[config.mk]
export PLATFORM = sky130hd
export DESIGN_NAME = tlw_core
export DESIGN_NICKNAME = d
export VERILOG_FILES = /design/src/verilog/tlw_pkg.sv /design/src/verilog/tlw_core.sv
export VERILOG_INCLUDE_DIRS = /design/src /design/src/verilog
export SDC_FILE = /design/constraint.sdc
export NUM_CORES = 1
export LEC_CHECK = 0
export ABC_AREA = 1
export ABC_CLOCK_PERIOD_IN_PS = 2200
export BUFFER_PORTS_ARGS = -buffer_cell sky130_fd_sc_hd__buf_4
export CORE_ASPECT_RATIO = 0.8
export CORE_MARGIN = 2
export CORE_UTILIZATION = 50
export DETAILED_ROUTE_END_ITERATION = 16
export HOLD_SLACK_MARGIN = 0.02
export PLACE_DENSITY = 0.88
export SKIP_LAST_GASP = 1
export SYNTH_ARGS = -nofsm -noshare
export SYNTH_HDL_FRONTEND = slang
export SYNTH_SLANG_ARGS = --single-unit
[constraint.sdc]
create_clock -name clk_sys -period 2.2 [get_ports clk_sys]
set_input_delay 0.11 -clock clk_sys [delete_from_list [all_inputs] [get_ports clk_sys]]
set_output_delay 0.11 -clock clk_sys [all_outputs]
set_load 0.05 [all_outputs]
[src/verilog/tlw_regs.svh]
// register map, field positions, reset values and timing counts
// assumes a 200 MHz system clock and a byte-addressed axi4-lite slave
`ifndef TLW_REGS_SVH
`define TLW_REGS_SVH
`define TLW_OFF_DETCTL      12'h000
`define TLW_OFF_TMFLAG      12'h004
`define TLW_OFF_TMEN        12'h008
`define TLW_OFF_INTCTL      12'h00C
`define TLW_OFF_CPU         12'h010
`define TLW_DETCTL_WMASK    8'h17
`define TLW_DETCTL_RST      8'h00
`define TLW_BIT_STATUS      5
`define TLW_BIT_ON          4
`define TLW_NUM_TM          4
`define TLW_SETTLE_NS       15000
`define TLW_CLK_MHZ         200
`define TLW_SETTLE_CYC      ((`TLW_SETTLE_NS * `TLW_CLK_MHZ + 999) / 1000)
`endif
[src/verilog/tlw_pkg.sv]
// types shared by the interrupt and wake-up block
// assumes the constants header is included by users of register offsets
package tlw_pkg;
   typedef enum logic [1:0] {
      TLW_RUN   = 2'b00,
      TLW_SLEEP = 2'b01,
      TLW_IDLE  = 2'b11
   } tlw_mode_t;
   typedef logic [2:0] tlw_level_t;
endpackage

[src/verilog/tlw_core.sv]
// timer-match and low-voltage interrupt, wake-up and detector control
// assumes an axi4-lite master on clk_sys and an asynchronous comparator output
//
// How it works
// - two match flags, two enables per timer
// - timer request vectors when all enables set
// - service clears global enable and group flag
// - any flag rising in sleep wakes device
// - flag already high cannot wake device
// - flags hold until software clears them
// - entry pushes program counter only
// - interrupt return sets global enable; plain return not
// - three-bit field selects eight ascending trip levels
// - status bit reads comparator, read only
// - on bit powers detector, also in sleep
// - unimplemented bits read zero
// - detector flag set after settling delay
// - low supply in power-down sets flag, wakes
// - status follows comparator only once two successive synchronized samples agree
// - detector request vectors when all enables set
//
// Chosen here: register access over AXI4-Lite and the register offsets.
`timescale 1ns/100ps
`include "tlw_regs.svh"
module tlw_core (
   // clock and reset
   input  wire logic               clk_sys,
   input  wire logic               srst,
   // axi4-lite slave
   input  wire logic [11:0]        s_axi_awaddr,
   input  wire logic               s_axi_awvalid,
   output logic                    s_axi_awready,
   input  wire logic [31:0]        s_axi_wdata,
   input  wire logic [3:0]         s_axi_wstrb,
   input  wire logic               s_axi_wvalid,
   output logic                    s_axi_wready,
   output logic [1:0]              s_axi_bresp,
   output logic                    s_axi_bvalid,
   input  wire logic               s_axi_bready,
   input  wire logic [11:0]        s_axi_araddr,
   input  wire logic               s_axi_arvalid,
   output logic                    s_axi_arready,
   output logic [31:0]             s_axi_rdata,
   output logic [1:0]              s_axi_rresp,
   output logic                    s_axi_rvalid,
   input  wire logic               s_axi_rready,
   // timer match events, one-cycle pulses
   input  wire logic [3:0]         tm_period_match,
   input  wire logic [3:0]         tm_a_match,
   // analog detector
   input  wire logic               comparator_low,
   output logic                    detector_on,
   output tlw_pkg::tlw_level_t     trip_level_select,
   // cpu side
   input  wire tlw_pkg::tlw_mode_t cpu_mode,
   input  wire logic               stack_full,
   input  wire logic               int_ack,
   input  wire logic               return_from_interrupt,
   input  wire logic               plain_return,
   input  wire logic [15:0]        cpu_pc,
   output logic                    int_request,
   output logic                    push_pc,
   output logic [15:0]             push_pc_value,
   output logic                    wake_up
);
   import tlw_pkg::*;

   localparam int SETTLE_CYC = `TLW_SETTLE_CYC;

   logic [7:0]  det_ctl_q;
   logic [3:0]  tm_pf_q, tm_af_q, tm_pe_q, tm_ae_q;
   logic        low_supply_int_flag_q, low_supply_int_enable_q;
   logic        global_int_enable_q, group_int_enable_q, group_int_flag_q;
   logic [2:0]  cmp_sync_q;
   logic        low_supply_status_q;
   logic [15:0] settle_cnt_q;
   logic [8:0]  flags_prev_q;
   logic        wake_q;
   logic        push_q;
   logic [15:0] push_val_q;
   // axi state
   logic        aw_hold_q, w_hold_q, bvalid_q, rvalid_q;
   logic [11:0] awaddr_q;
   logic [31:0] wdata_q, rdata_q;
   logic        bresp_err_q, rresp_err_q;

   function automatic logic known_addr(input logic [11:0] a);
      return a == `TLW_OFF_DETCTL || a == `TLW_OFF_TMFLAG || a == `TLW_OFF_TMEN ||
             a == `TLW_OFF_INTCTL || a == `TLW_OFF_CPU;
   endfunction

   // write channel: capture address and data in either order
   wire        wr_fire    = aw_hold_q && w_hold_q && !bvalid_q;
   wire        wr_det_ctl = wr_fire && awaddr_q == `TLW_OFF_DETCTL;
   wire        wr_tmflag  = wr_fire && awaddr_q == `TLW_OFF_TMFLAG;
   wire        wr_tmen    = wr_fire && awaddr_q == `TLW_OFF_TMEN;
   wire        wr_intctl  = wr_fire && awaddr_q == `TLW_OFF_INTCTL;
   assign s_axi_awready = !aw_hold_q;
   assign s_axi_wready  = !w_hold_q;
   assign s_axi_bvalid  = bvalid_q;
   assign s_axi_bresp   = bresp_err_q ? 2'h3 : 2'h0;
   assign s_axi_arready = !rvalid_q;
   assign s_axi_rvalid  = rvalid_q;
   assign s_axi_rdata   = rdata_q;
   assign s_axi_rresp   = rresp_err_q ? 2'h3 : 2'h0;

   wire cmp_stable = cmp_sync_q[1] == cmp_sync_q[2];
   wire status_d   = det_ctl_q[`TLW_BIT_ON] && (cmp_stable ? cmp_sync_q[2] : low_supply_status_q);
   wire settle_done = low_supply_status_q && settle_cnt_q == 16'(SETTLE_CYC - 1);

   wire group_src = |(tm_pf_q & tm_pe_q) || |(tm_af_q & tm_ae_q) ||
                    (low_supply_int_flag_q && low_supply_int_enable_q);
   // vectoring condition
   // a latched group flag alone must not vector once the source enable is cleared
   assign int_request = global_int_enable_q && group_int_enable_q && group_int_flag_q &&
                        group_src && !stack_full;
   wire service = int_request && int_ack;

   // rising edge of any flag only
   wire [8:0] flags_now = {low_supply_int_flag_q, tm_af_q, tm_pf_q};
   wire       asleep    = cpu_mode != TLW_RUN;
   wire       rise      = |(flags_now & ~flags_prev_q);

   wire [31:0] rd_mux =
      s_axi_araddr == `TLW_OFF_DETCTL ? {24'h0, 2'h0, low_supply_status_q, det_ctl_q[4], 1'b0,
                                         det_ctl_q[2:0]} :
      s_axi_araddr == `TLW_OFF_TMFLAG ? {23'h0, low_supply_int_flag_q, tm_af_q, tm_pf_q} :
      s_axi_araddr == `TLW_OFF_TMEN   ? {23'h0, low_supply_int_enable_q, tm_ae_q, tm_pe_q} :
      s_axi_araddr == `TLW_OFF_INTCTL ? {29'h0, group_int_flag_q, group_int_enable_q,
                                         global_int_enable_q} :
      s_axi_araddr == `TLW_OFF_CPU    ? {15'h0, wake_q, push_val_q} : 32'h0;

   assign detector_on       = det_ctl_q[`TLW_BIT_ON];
   assign trip_level_select = det_ctl_q[2:0];
   assign push_pc           = push_q;
   assign push_pc_value     = push_val_q;
   assign wake_up           = wake_q;

   // bus handshakes
   always_ff @(posedge clk_sys) begin
      if (srst) begin
         aw_hold_q   <= 1'b0;
         w_hold_q    <= 1'b0;
         bvalid_q    <= 1'b0;
         rvalid_q    <= 1'b0;
         awaddr_q    <= 12'h000;
         wdata_q     <= 32'h0;
         rdata_q     <= 32'h0;
         bresp_err_q <= 1'b0;
         rresp_err_q <= 1'b0;
      end else begin
         if (s_axi_awvalid && !aw_hold_q) begin
            aw_hold_q <= 1'b1;
            awaddr_q  <= s_axi_awaddr;
         end
         if (s_axi_wvalid && !w_hold_q) begin
            w_hold_q <= 1'b1;
            wdata_q  <= s_axi_wstrb[0] ? s_axi_wdata : 32'h0;
         end
         if (wr_fire) begin
            bvalid_q    <= 1'b1;
            bresp_err_q <= !known_addr(awaddr_q);
         end
         if (bvalid_q && s_axi_bready) begin
            bvalid_q  <= 1'b0;
            aw_hold_q <= 1'b0;
            w_hold_q  <= 1'b0;
         end
         if (s_axi_arvalid && !rvalid_q) begin
            rvalid_q    <= 1'b1;
            rdata_q     <= rd_mux;
            rresp_err_q <= !known_addr(s_axi_araddr);
         end else if (rvalid_q && s_axi_rready) begin
            rvalid_q <= 1'b0;
         end
      end
   end

   // detector control and status
   always_ff @(posedge clk_sys) begin
      if (srst) begin
         det_ctl_q           <= `TLW_DETCTL_RST;
         cmp_sync_q          <= 3'h0;
         low_supply_status_q <= 1'b0;
         settle_cnt_q        <= 16'h0;
      end else begin
         cmp_sync_q          <= {cmp_sync_q[1:0], comparator_low};
         low_supply_status_q <= status_d;
         // write mask drops status and unimplemented bits
         if (wr_det_ctl) det_ctl_q <= wdata_q[7:0] & `TLW_DETCTL_WMASK;
         if (!low_supply_status_q) settle_cnt_q <= 16'h0;
         else if (!settle_done) settle_cnt_q <= settle_cnt_q + 16'h1;
      end
   end

   // request flags, enables and interrupt entry
   always_ff @(posedge clk_sys) begin
      if (srst) begin
         tm_pf_q <= 4'h0;
         tm_af_q <= 4'h0;
         tm_pe_q <= 4'h0;
         tm_ae_q <= 4'h0;
         low_supply_int_flag_q   <= 1'b0;
         low_supply_int_enable_q <= 1'b0;
         global_int_enable_q     <= 1'b0;
         group_int_enable_q      <= 1'b0;
         group_int_flag_q        <= 1'b0;
         push_q                  <= 1'b0;
         push_val_q              <= 16'h0;
      end else begin
         // match sets win over software clear
         if (wr_tmflag) begin
            tm_pf_q <= wdata_q[3:0] | tm_period_match;
            tm_af_q <= wdata_q[7:4] | tm_a_match;
            low_supply_int_flag_q <= wdata_q[8] | settle_done;
         end else begin
            tm_pf_q <= tm_pf_q | tm_period_match;
            tm_af_q <= tm_af_q | tm_a_match;
            low_supply_int_flag_q <= low_supply_int_flag_q | settle_done;
         end
         if (wr_tmen) begin
            tm_pe_q <= wdata_q[3:0];
            tm_ae_q <= wdata_q[7:4];
            low_supply_int_enable_q <= wdata_q[8];
         end
         // service clears global enable and group flag only
         if (service) begin
            global_int_enable_q <= 1'b0;
            group_int_flag_q    <= 1'b0;
         end else begin
            if (return_from_interrupt) global_int_enable_q <= 1'b1;
            else if (wr_intctl) global_int_enable_q <= wdata_q[0];
            group_int_flag_q <= group_src | (wr_intctl ? wdata_q[2] : group_int_flag_q);
         end
         if (wr_intctl) group_int_enable_q <= wdata_q[1];
         push_q <= service;
         if (service) push_val_q <= cpu_pc;
      end
   end

   // wake-up detection
   always_ff @(posedge clk_sys) begin
      if (srst) begin
         flags_prev_q <= 9'h0;
         wake_q       <= 1'b0;
      end else begin
         flags_prev_q <= flags_now;
         wake_q <= asleep && rise;
      end
   end

   // assertions
   property p_flag_sticky;
      @(posedge clk_sys) disable iff (srst)
      tm_pf_q[0] && !wr_tmflag |=> tm_pf_q[0];
   endproperty
   a_flag_sticky: assert property (p_flag_sticky) else $error("timer flag lost");

   property p_service;
      @(posedge clk_sys) disable iff (srst)
      service |=> !global_int_enable_q && push_q;
   endproperty
   a_service: assert property (p_service) else $error("service effects missing");

   property p_int_return;
      @(posedge clk_sys) disable iff (srst)
      return_from_interrupt && !service |=> global_int_enable_q;
   endproperty
   a_int_return: assert property (p_int_return) else $error("return did not enable");

   property p_req;
      @(posedge clk_sys) disable iff (srst)
      int_request |-> global_int_enable_q && group_int_enable_q && group_src && !stack_full;
   endproperty
   a_req: assert property (p_req) else $error("request without enables");

   property p_wake;
      @(posedge clk_sys) disable iff (srst)
      asleep && rise |=> wake_up;
   endproperty
   a_wake: assert property (p_wake) else $error("missed wake");

   property p_nowake;
      @(posedge clk_sys) disable iff (srst)
      wake_up |-> $past(rise);
   endproperty
   a_nowake: assert property (p_nowake) else $error("wake without rise");

   property p_unimpl;
      @(posedge clk_sys) disable iff (srst)
      det_ctl_q[7:6] == 2'h0 && det_ctl_q[3] == 1'b0;
   endproperty
   a_unimpl: assert property (p_unimpl) else $error("unimplemented bit set");

   property p_settle;
      @(posedge clk_sys) disable iff (srst)
      $rose(low_supply_int_flag_q) && !$past(wr_tmflag) |-> $past(low_supply_status_q);
   endproperty
   a_settle: assert property (p_settle) else $error("flag before low status");

   property p_group;
      @(posedge clk_sys) disable iff (srst)
      group_src && !service |=> group_int_flag_q;
   endproperty
   a_group: assert property (p_group) else $error("group flag not set");

   property p_off;
      @(posedge clk_sys) disable iff (srst)
      !detector_on |=> !low_supply_status_q;
   endproperty
   a_off: assert property (p_off) else $error("status while detector off");

   property p_plain_ret;
      @(posedge clk_sys) disable iff (srst)
      plain_return && !return_from_interrupt && !service && !wr_intctl |=>
         global_int_enable_q == $past(global_int_enable_q);
   endproperty
   a_plain_ret: assert property (p_plain_ret) else $error("plain return moved enable");
endmodule // tlw_core

==> results of run 1 <==
==> kinds of logic after synthesis <==
| logic type | after synthesis | share of synthesized area |
|---|---|---|
| AOI/OAI and AO/OA | 155 | 0.1632 |
| adders and majority gates | 1 | 0.002421 |
| buffers and inverters | 141 | 0.1266 |
| DFF | 116 | 0.4494 |
| muxes | 2 | 0.003874 |
| other | 1 | 0.0007257 |
| and+or+nand+nor | 278 | 0.2538 |
==> worst register-to-register path: cells and delay by family (launching register included) <==
family / cells / cell delay, ns
AO/OA/AOI/OAI: 2 / 0.36
buffers and inverters: 1 / 0.21
AND/OR/NAND/NOR: 5 / 0.70
flip-flops: 1 / 0.31
==> cell usage in the layout, fill, tap and decap left out, drive strengths merged, types with 3 or more instances in the layout <==
cell type      n
a211oi         8
a21oi         70
a31oi          3
buf          125
bufinv         3
clkbuf        22
clkinv         5
conb          15
dfxtp        116
dlygate4sd3   49
inv           97
nand2         97
nand3         54
nand4         13
nor2          94
nor3          14
o21a           3
o21ai         64
o21bai         3
o22ai          3
==> worst max-delay path by stage <==
stage,to,cells after the start
after global placement,settle_cnt_q[12],7
after global routing,settle_cnt_q[12],7
final,int_request,6
after detailed placement,settle_cnt_q[12],7
after CTS,int_request,6
after floorplan,s_axi_rdata[15],5
==> final cells by class <==
class	count	share of cell area
sequential	116	0.3258
multi-input combinational	451	0.3147
timing repair buffer	174	0.2005
clock buffer	22	0.06512
inverter	97	0.05108
tap	140	0.02457
clock inverter	10	0.01826
==> metrics by stage <==
step | setup slack [ns] | hold slack, ns
4_1_cts | 0.4403 | 0.02133
5_1_grt | 0.3446 | 0.03979
2_1_floorplan | 0.2800 | 0.2170
6_report | 0.4503 | 0.03800
3_3_place_gp | 0.6050 | 0.3293
3_5_place_dp | 0.5647 | 0.3349
==> synthesized netlist by cell type (3+ instances only) <==
library cell / n / area [µm²]
o21a_1: 3 / 22.52
a31oi_1: 3 / 18.77
nor3_2: 5 / 50.05
nand2_2: 5 / 31.28
nor3_1: 8 / 40.04
nand3_1: 48 / 240.2
nand3_2: 6 / 60.06
inv_1: 95 / 356.6
o21ai_0: 50 / 250.2
o21ai_1: 12 / 60.06
a21oi_1: 69 / 345.3
buf_6: 3 / 33.78
clkbuf_1: 9 / 33.78
nand4_1: 12 / 75.07
buf_2: 8 / 40.04
dfxtp_1: 116 / 2322
nor2_1: 85 / 319.1
nand2_1: 91 / 341.6
nor2_2: 5 / 31.28
a211oi_1: 8 / 60.06
nor2_4: 4 / 45.04
o22ai_1: 3 / 18.77
buf_4: 22 / 165.2
==> registers in the layout (all words and copies together), names as in the netlist, 3 cells and up <==
name           count
awaddr_q          12
cmp_sync_q         3
det_ctl_q          4
flags_prev_q       9
push_pc_value     16
s_axi_rdata       17
settle_cnt_q      16
tm_ae_q            4
tm_af_q            4
tm_pe_q            4
tm_pf_q            4
wdata_q            9
==> metal layers <==
layer / GRT usage / share of wire / vias up
li1: - / - / 2560
met1: 0.3163 / 0.43 / 2407
met2: 0.4215 / 0.47 / 242
met3: 0.06824 / 0.076 / 32
met4: 0.1155 / 0.026 / 0
met5: 0 / 0 / -
==> power by group through the flow <==
stage / registers (mW) / logic [mW] / clock network [mW]
2_1_floorplan: 2.27 / 0.328 / 0
3_3_place_gp: 2.26 / 0.491 / 0
3_5_place_dp: 2.26 / 0.499 / 0
4_1_cts: 2.22 / 0.573 / 2.78
5_1_grt: 2.23 / 0.633 / 2.89
6_report: 2.22 / 0.589 / 2.78
==> summary.md, run 1 <==
| Metric | Value |
|---|---|
| Status | `complete, no violations` |
| Register Area | `0.002322 mm²` |
| CP cell instances | `inv_1 -> o21ai_0 -> a21oi_1 -> nand3_2 -> and2_1 -> buf_4` |
| Final period util | `0.7953` |
| Worst EP required | `between 2 and 2.5 ns` |
| LEAKAGE | `3.099 nW` |
| Diodes inserted | `0` |
| Top Family by Delay on Critical Path | `simple AND/OR/NAND/NOR gates` |
| Part of the Yosys area used for sequential elements | `0.4494` |
| Die ar. | `approximately 0.011 mm²` |
| Reg2reg setup slack | `between 0.5 and 0.6 ns` |
| R2R Path Start | `awaddr_q[9]` |
| HPWL after detailed placement | `9113 µm` |
| H-tree depth | `4` |
| Antenna violations before repair | `0` |
| FF-to-FF path depth | `8` |
| Final Critical Period | `approximately 1.7 ns` |
| Clk Latency, worst-skew pair | `0.43 ns` |
| Hold depth | `3` |
| Final instance area | `about 0.007 mm²` |
| Vias in the first global route | `between 4000 and 5000` |
| First-pass GRT wire length | `between 20000 and 25000 µm` |
| Routed Antenna Nets | `0` |
| CP endpoint kind | `output pin` |
| FP Rows | `33` |
| RD Place Congestion | `between 0.9 and 1` |
| Max Clock Skew | `0.01448 ns` |
| Power Internal | `4.231 mW` |
| Ys async rst share | `0` |
| F_max | `approximately 0.57 GHz` |
| Final setup fails | `0` |
| Largest net degree at the start of global routing | `44` |
| Post-CTS Hold Buffers | `slightly below 50` |
| DRT Wirelength | `~14000 µm` |
| Height of the die | `~95 µm` |
| Worst VDD drop | `between 500 and 600 µV` |
| Area growth, synth to finish | `37.94%` |
| Clock buffer depth | `2` |
| Initial core utilization | `0.5087` |
| Reg2reg end | `tm_af_q[0]` |
| Startpoint types | `register` |
| Setup CP Type | `register to output pin` |
| Post-synth EDFFs | `0` |
| RSZ-0062 raised after global routing | `false` |
| Post-layout util | `0.7018` |
| TritonRoute pass-1 iters | `7` |
| Setup TNS | `0 ns` |
| CTS tree | `built` |
| Power Dens Cells | `just under 800 mW/mm²` |
| Buf+Inv Stages, Crit Path | `2` |
| Final Total Pwr | `~5.6 mW` |
| Final Max Tran Viols | `0` |
| Fillers | `750` |
| Synth Instances | `between 600 and 700` |
| Core Area | `roughly 0.01 mm²` |
| Routed wire length per instance | `14.34 µm` |
| Max Cap Viol | `0` |
| Vias/cell | `~5.2` |
| Vias | `5241` |
| Clock sinks | `roughly 120` |
| Max incr delay on CP | `just over 0.3 ns` |
| Clk pin slew, worst setup/hold paths | `approximately 0.050 ns` |
| Gr usage total | `0.2553` |
| Post-cts resize count | `0` |
| Share of power burned in combinational logic | `0.105` |
| Placed cell count | `approximately 930` |
| Placed Area | `approximately 0.0060 mm²` |
| Top_reg_cell synth | `dfxtp_1` |
| Hold Fails Final Rpt | `0` |
| Die Wd | `between 100 and 150 µm` |
| Port buffer count | `roughly 120` |
| Syn_area_per_cell | `7.446 µm²` |
| Hold WC Path Type | `primary input to register` |
| Net switching power | `about 1.4 mW` |
| Synth unique cells | `41` |
| Post-Syn Area | `around 0.0052 mm²` |
| Flops & latches, synth | `between 100 and 150` |
| Root buf cell | `clkbuf_16` |
| Post-CTS Setup Bufs | `0` |
| Cell Count, Final, Fillers Out | `about 1000` |
| DRT iter0 DRCs | `421` |
| Fin nets | `956` |
| Clock network power share | `0.498` |
| Area of the multi-input gates | `about 0.0022 mm²` |
| Worst Hold End | `wdata_q[4]` |
| CP Max Fanout | `4` |
| Grt total ovfl | `0` |
| Critical-path top delay cell | `dfxtp_1` |
| I/O Pins | `~160` |
| Switching Share | `0.2433` |
| Worst Hold Launch | `s_axi_wdata[4]` |
| Crit. Startpoint | `tm_pf_q[1]` |
| Part of the power in registers | `0.397` |
| Yosys warns | `0` |
| Num CTS Buffers | `17` |
| Worst EP arrival | `between 1.5 and 2 ns` |
| DRC Markers | `0` |
| Share of layout cells above drive strength 1 | `0.2172` |
No activity file was read; power rests on OpenSTA's default activity.
==> run 2, diff against run 1 <==
- ABC_AREA: 1 -> 0
- ABC_CLOCK_PERIOD_IN_PS: 2200 -> 1500
- CORE_UTILIZATION: 50 -> 46
- PLACE_DENSITY: 0.88 -> 0.86
- clock period: 2.2 -> 1.5 ns (I/O delays scaled with it)
==> run 2 against run 1 <==
Effect of this change: the flow now finishes with violations (negative setup slack); critical path type is now register to register; largest power group unchanged; via count increased by 13%; clock power rose by 55%; sequential cell count is the same.
==> summary.md, run 2 <==
| Metric | Value |
|---|---|
| Die Wd | `121.5 µm (was 117.7 µm)` |
| Max Clock Skew | `0.01323 ns (was 0.01448 ns)` |
| Clk pin slew, worst setup/hold paths | `0.06 ns (was 0.05 ns)` |
| Vias in the first global route | `5499 (was 4726)` |
| Area growth, synth to finish | `59.02% (was 37.94%)` |
| Tightest Pin Transition | `0.7474 ns` |
| DRC Markers | `0 (unchanged)` |
| Part of the Yosys area used for sequential elements | `0.4570 (was 0.4494)` |
| First-pass GRT wire length | `27890 µm (was 22450 µm)` |
| Vias | `5946 (was 5241)` |
| Worst EP arrival | `2.27 ns (was 1.64 ns)` |
| Largest net degree at the start of global routing | `64 (was 44)` |
| Share of layout cells above drive strength 1 | `0.3747 (was 0.2172)` |
| Post-Syn Area | `0.005081 mm² (was 0.005167 mm²)` |
| Syn_area_per_cell | `8.627 µm² (was 7.446 µm²)` |
| Synth Instances | `589 (was 694)` |
| Hold Slack | `0.05601 ns (was 0.03800 ns)` |
| Slew HR | `0.5017` |
| Final Critical Period | `just under 2 ns` |
| Port buffer count | `119 (unchanged)` |
| Top_reg_cell synth | `dfxtp_1 (unchanged)` |
| Height of the die | `98.01 µm (was 94.93 µm)` |
| Hold WC Path Type | `primary input to register (unchanged)` |
| Final setup fails | `49 (was 0)` |
| Post-layout util | `0.7478 (was 0.7018)` |
| Flops & latches, synth | `116 (unchanged)` |
| Core Area | `0.01081 mm² (was 0.01016 mm²)` |
| Most frequent cell after synthesis | `dfxtp_1 (unchanged)` |
| HPWL after detailed placement | `10540 µm (was 9113 µm)` |
| Gr usage total | `0.3010 (was 0.2553)` |
| Max Cap Viol | `0 (unchanged)` |
| Num CTS Buffers | `17 (unchanged)` |
| Synth unique cells | `57 (was 41)` |
| Antenna violations before repair | `0 (unchanged)` |
| DRT iter0 DRCs | `726 (was 421)` |
| TritonRoute pass-1 iters | `7 (unchanged)` |
| Final period util | `1.322` |
| Clk Latency, worst-skew pair | `0.42 ns (was 0.43 ns)` |
| CP endpoint kind | `register (was output pin)` |
| Reg2reg setup slack | `-0.48 ns (was 0.54 ns)` |
| Failing checks | `negative setup slack` |
| Vias/cell | `6.155 (was 5.189)` |
| Routed Antenna Nets | `0 (unchanged)` |
| Clock buffer depth | `2 (unchanged)` |
| LEAKAGE | `3.159 nW (was 3.099 nW)` |
| H-tree depth | `4 (unchanged)` |
| Ys async rst share | `0 (unchanged)` |
| Commonest cells after routing, fill and taps aside | `171 x buf_4, 99 x dfxtp_1, 56 x dlygate4sd3_1, 54 x nand2_1, 46 x a21oi_1 (was 125 x buf_4, 116 x dfxtp_1, 95 x inv_1, 91 x nand2_1, 85 x nor2_1)` |
| Worst EP required | `1.79 ns (was 2.09 ns)` |
| Crit. Startpoint | `tm_pe_q[1] (was tm_pf_q[1])` |
| Die ar. | `0.01191 mm² (was 0.01117 mm²)` |
| Top post-synthesis cells by area | `dfxtp_1 46%, a21oi_1 5.7%, nand2b_1 4.8% (was dfxtp_1 45%, inv_1 6.9%, a21oi_1 6.7%)` |
| Post-synth top cells | `116 x dfxtp_1, 58 x a21oi_1, 54 x nand2_1 (was 116 x dfxtp_1, 95 x inv_1, 91 x nand2_1)` |
| CTS tree | `built (unchanged)` |
| Share of the synthesized area in the top cell type | `0.4570 (was 0.4494)` |
| Routed wire length per instance | `22.29 µm (was 14.34 µm)` |
| Fillers | `623 (was 750)` |
| Setup CP Type | `register to register (was register to output pin)` |
| RD Place Congestion | `0.8855 (was 0.9016)` |
| Max FFs per register | `17 (unchanged)` |
| Initial core utilization | `0.4702 (was 0.5087)` |
| Yosys warns | `0 (unchanged)` |
| CP Max Fanout | `8 (was 4)` |
| R2R Path Start | `tm_pe_q[1] (was awaddr_q[9])` |
| FP Rows | `34 (was 33)` |
| Hold Fails Final Rpt | `0 (unchanged)` |
| Final worst setup slack | `-0.4826 ns (was 0.4503 ns)` |
| F_max | `0.5044 GHz` |
| Power Dens Cells | `1060 mW/mm² (was 784.5 mW/mm²)` |
| Grt total ovfl | `0 (unchanged)` |
| Diodes inserted | `0 (unchanged)` |
| Root buf cell | `clkbuf_16 (unchanged)` |
| Worst VDD drop | `1127 µV (was 596.5 µV)` |
| DRT Wirelength | `21530 µm (was 14480 µm)` |
| Clock sinks | `116 (unchanged)` |
| RSZ-0062 raised after global routing | `true (was false)` |
| Largest area contributor in the synthesized netlist | `dfxtp_1 (unchanged)` |
| Startpoint types | `register (unchanged)` |
| Fin nets | `908 (was 956)` |
| Worst Hold Launch | `return_from_interrupt (was s_axi_wdata[4])` |
| Post-synth EDFFs | `0 (unchanged)` |
| I/O Pins | `162 (unchanged)` |
| Final Max Tran Viols | `0 (unchanged)` |
| Status | `complete, but fails checks (was complete, no violations)` |
| Most common cell after layout, fill and taps aside | `buf_4 (unchanged)` |
run 2: cell types whose count changed after synthesis, moves of 8 or more:
cell	change
inv_1	-79
nor2_1	-50
nand2b_1	+39
nand2_1	-37
clkbuf_1	+21
nand3_1	-21
o21ai_0	-20
nor2b_1	+19
mux2i_1	+18
a21oi_1	-11
xnor2_1	+9
a32oi_1	+8
o21ai_1	-8
run 2: final timing paths:
check,endpoint,cells past startpoint
min,global_int_enable_q,3
min reg2reg,cmp_sync_q[1],1
max reg2reg,push_pc_value[0],6
max,push_pc_value[0],6
run 2: cell type report:
cell class,count,area (µm²),share of cell area
Multi-Input combinational cell,417,2813,0.3481
Sequential cell,116,2346,0.2903
Timing Repair Buffer,241,2061,0.2550
Clock buffer,21,470.5,0.05822
Tap cell,144,180.2,0.02230
Clock inverter,11,150.1,0.01858
Inverter,16,60.06,0.007433
run 2: timing repair:
item,CTS,global route
gates resized for setup,37,93
setup endpoints to repair,47,65
cloned,3,0
setup buffers,5,8
pin swaps,10,37
endpoints found under the hold margin,52,0
hold buffers,56,0
run 2: power breakdown:
part / internal, mW / switching (mW) / total (mW)
combinational: 0.449 / 0.587 / 1.04
sequential: 3.16 / 0.0700 / 3.23
clock: 2.75 / 1.55 / 4.30
run 2: worst max-delay path: stages, from the launching register on:
cell,delay [ns]
dfxtp_2,0.34
a222oi_1,0.47
and3_1,0.27
buf_4,0.14
a21oi_4,0.10
buf_12,0.19
mux2i_1,0.34
run 2: cells by family after synthesis:
kind of cell             after synthesis  synth area share
adder cells (fa/ha/maj)                2          0.004432
flip-flops                           116            0.4570
other                                  1         0.0007380
AO/OA/AOI/OAI                        139            0.1630
buffers and inverters                 70           0.06624
multiplexers                          22           0.04605
XOR/XNOR                              10           0.01724
AND/OR/NAND/NOR                      229            0.2453
run 2: through the flow:
stage	cells	cell area (µm²)	worst slack, ns	TNS, ns	total power, mW
after floorplan	603	5165	-0.1411	-0.8968	3.742
after global placement	862	6385	-0.1910	-1.526	4.012
after detailed placement	862	6385	-0.2534	-2.587	4.039
after CTS	958	7685	-0.2104	-2.900	8.353
after global routing	966	8080	-0.4002	-7.154	8.707
final	966	8080	-0.4826	-6.737	8.566
run 2: per-layer routing:
layer | global-route usage | up-vias | part of all wire
li1 | - | 2481 | -
met1 | 0.3465 | 2798 | 0.35
met2 | 0.5199 | 490 | 0.47
met3 | 0.08119 | 177 | 0.10
met4 | 0.1397 | 0 | 0.079
met5 | 0 | - | 0
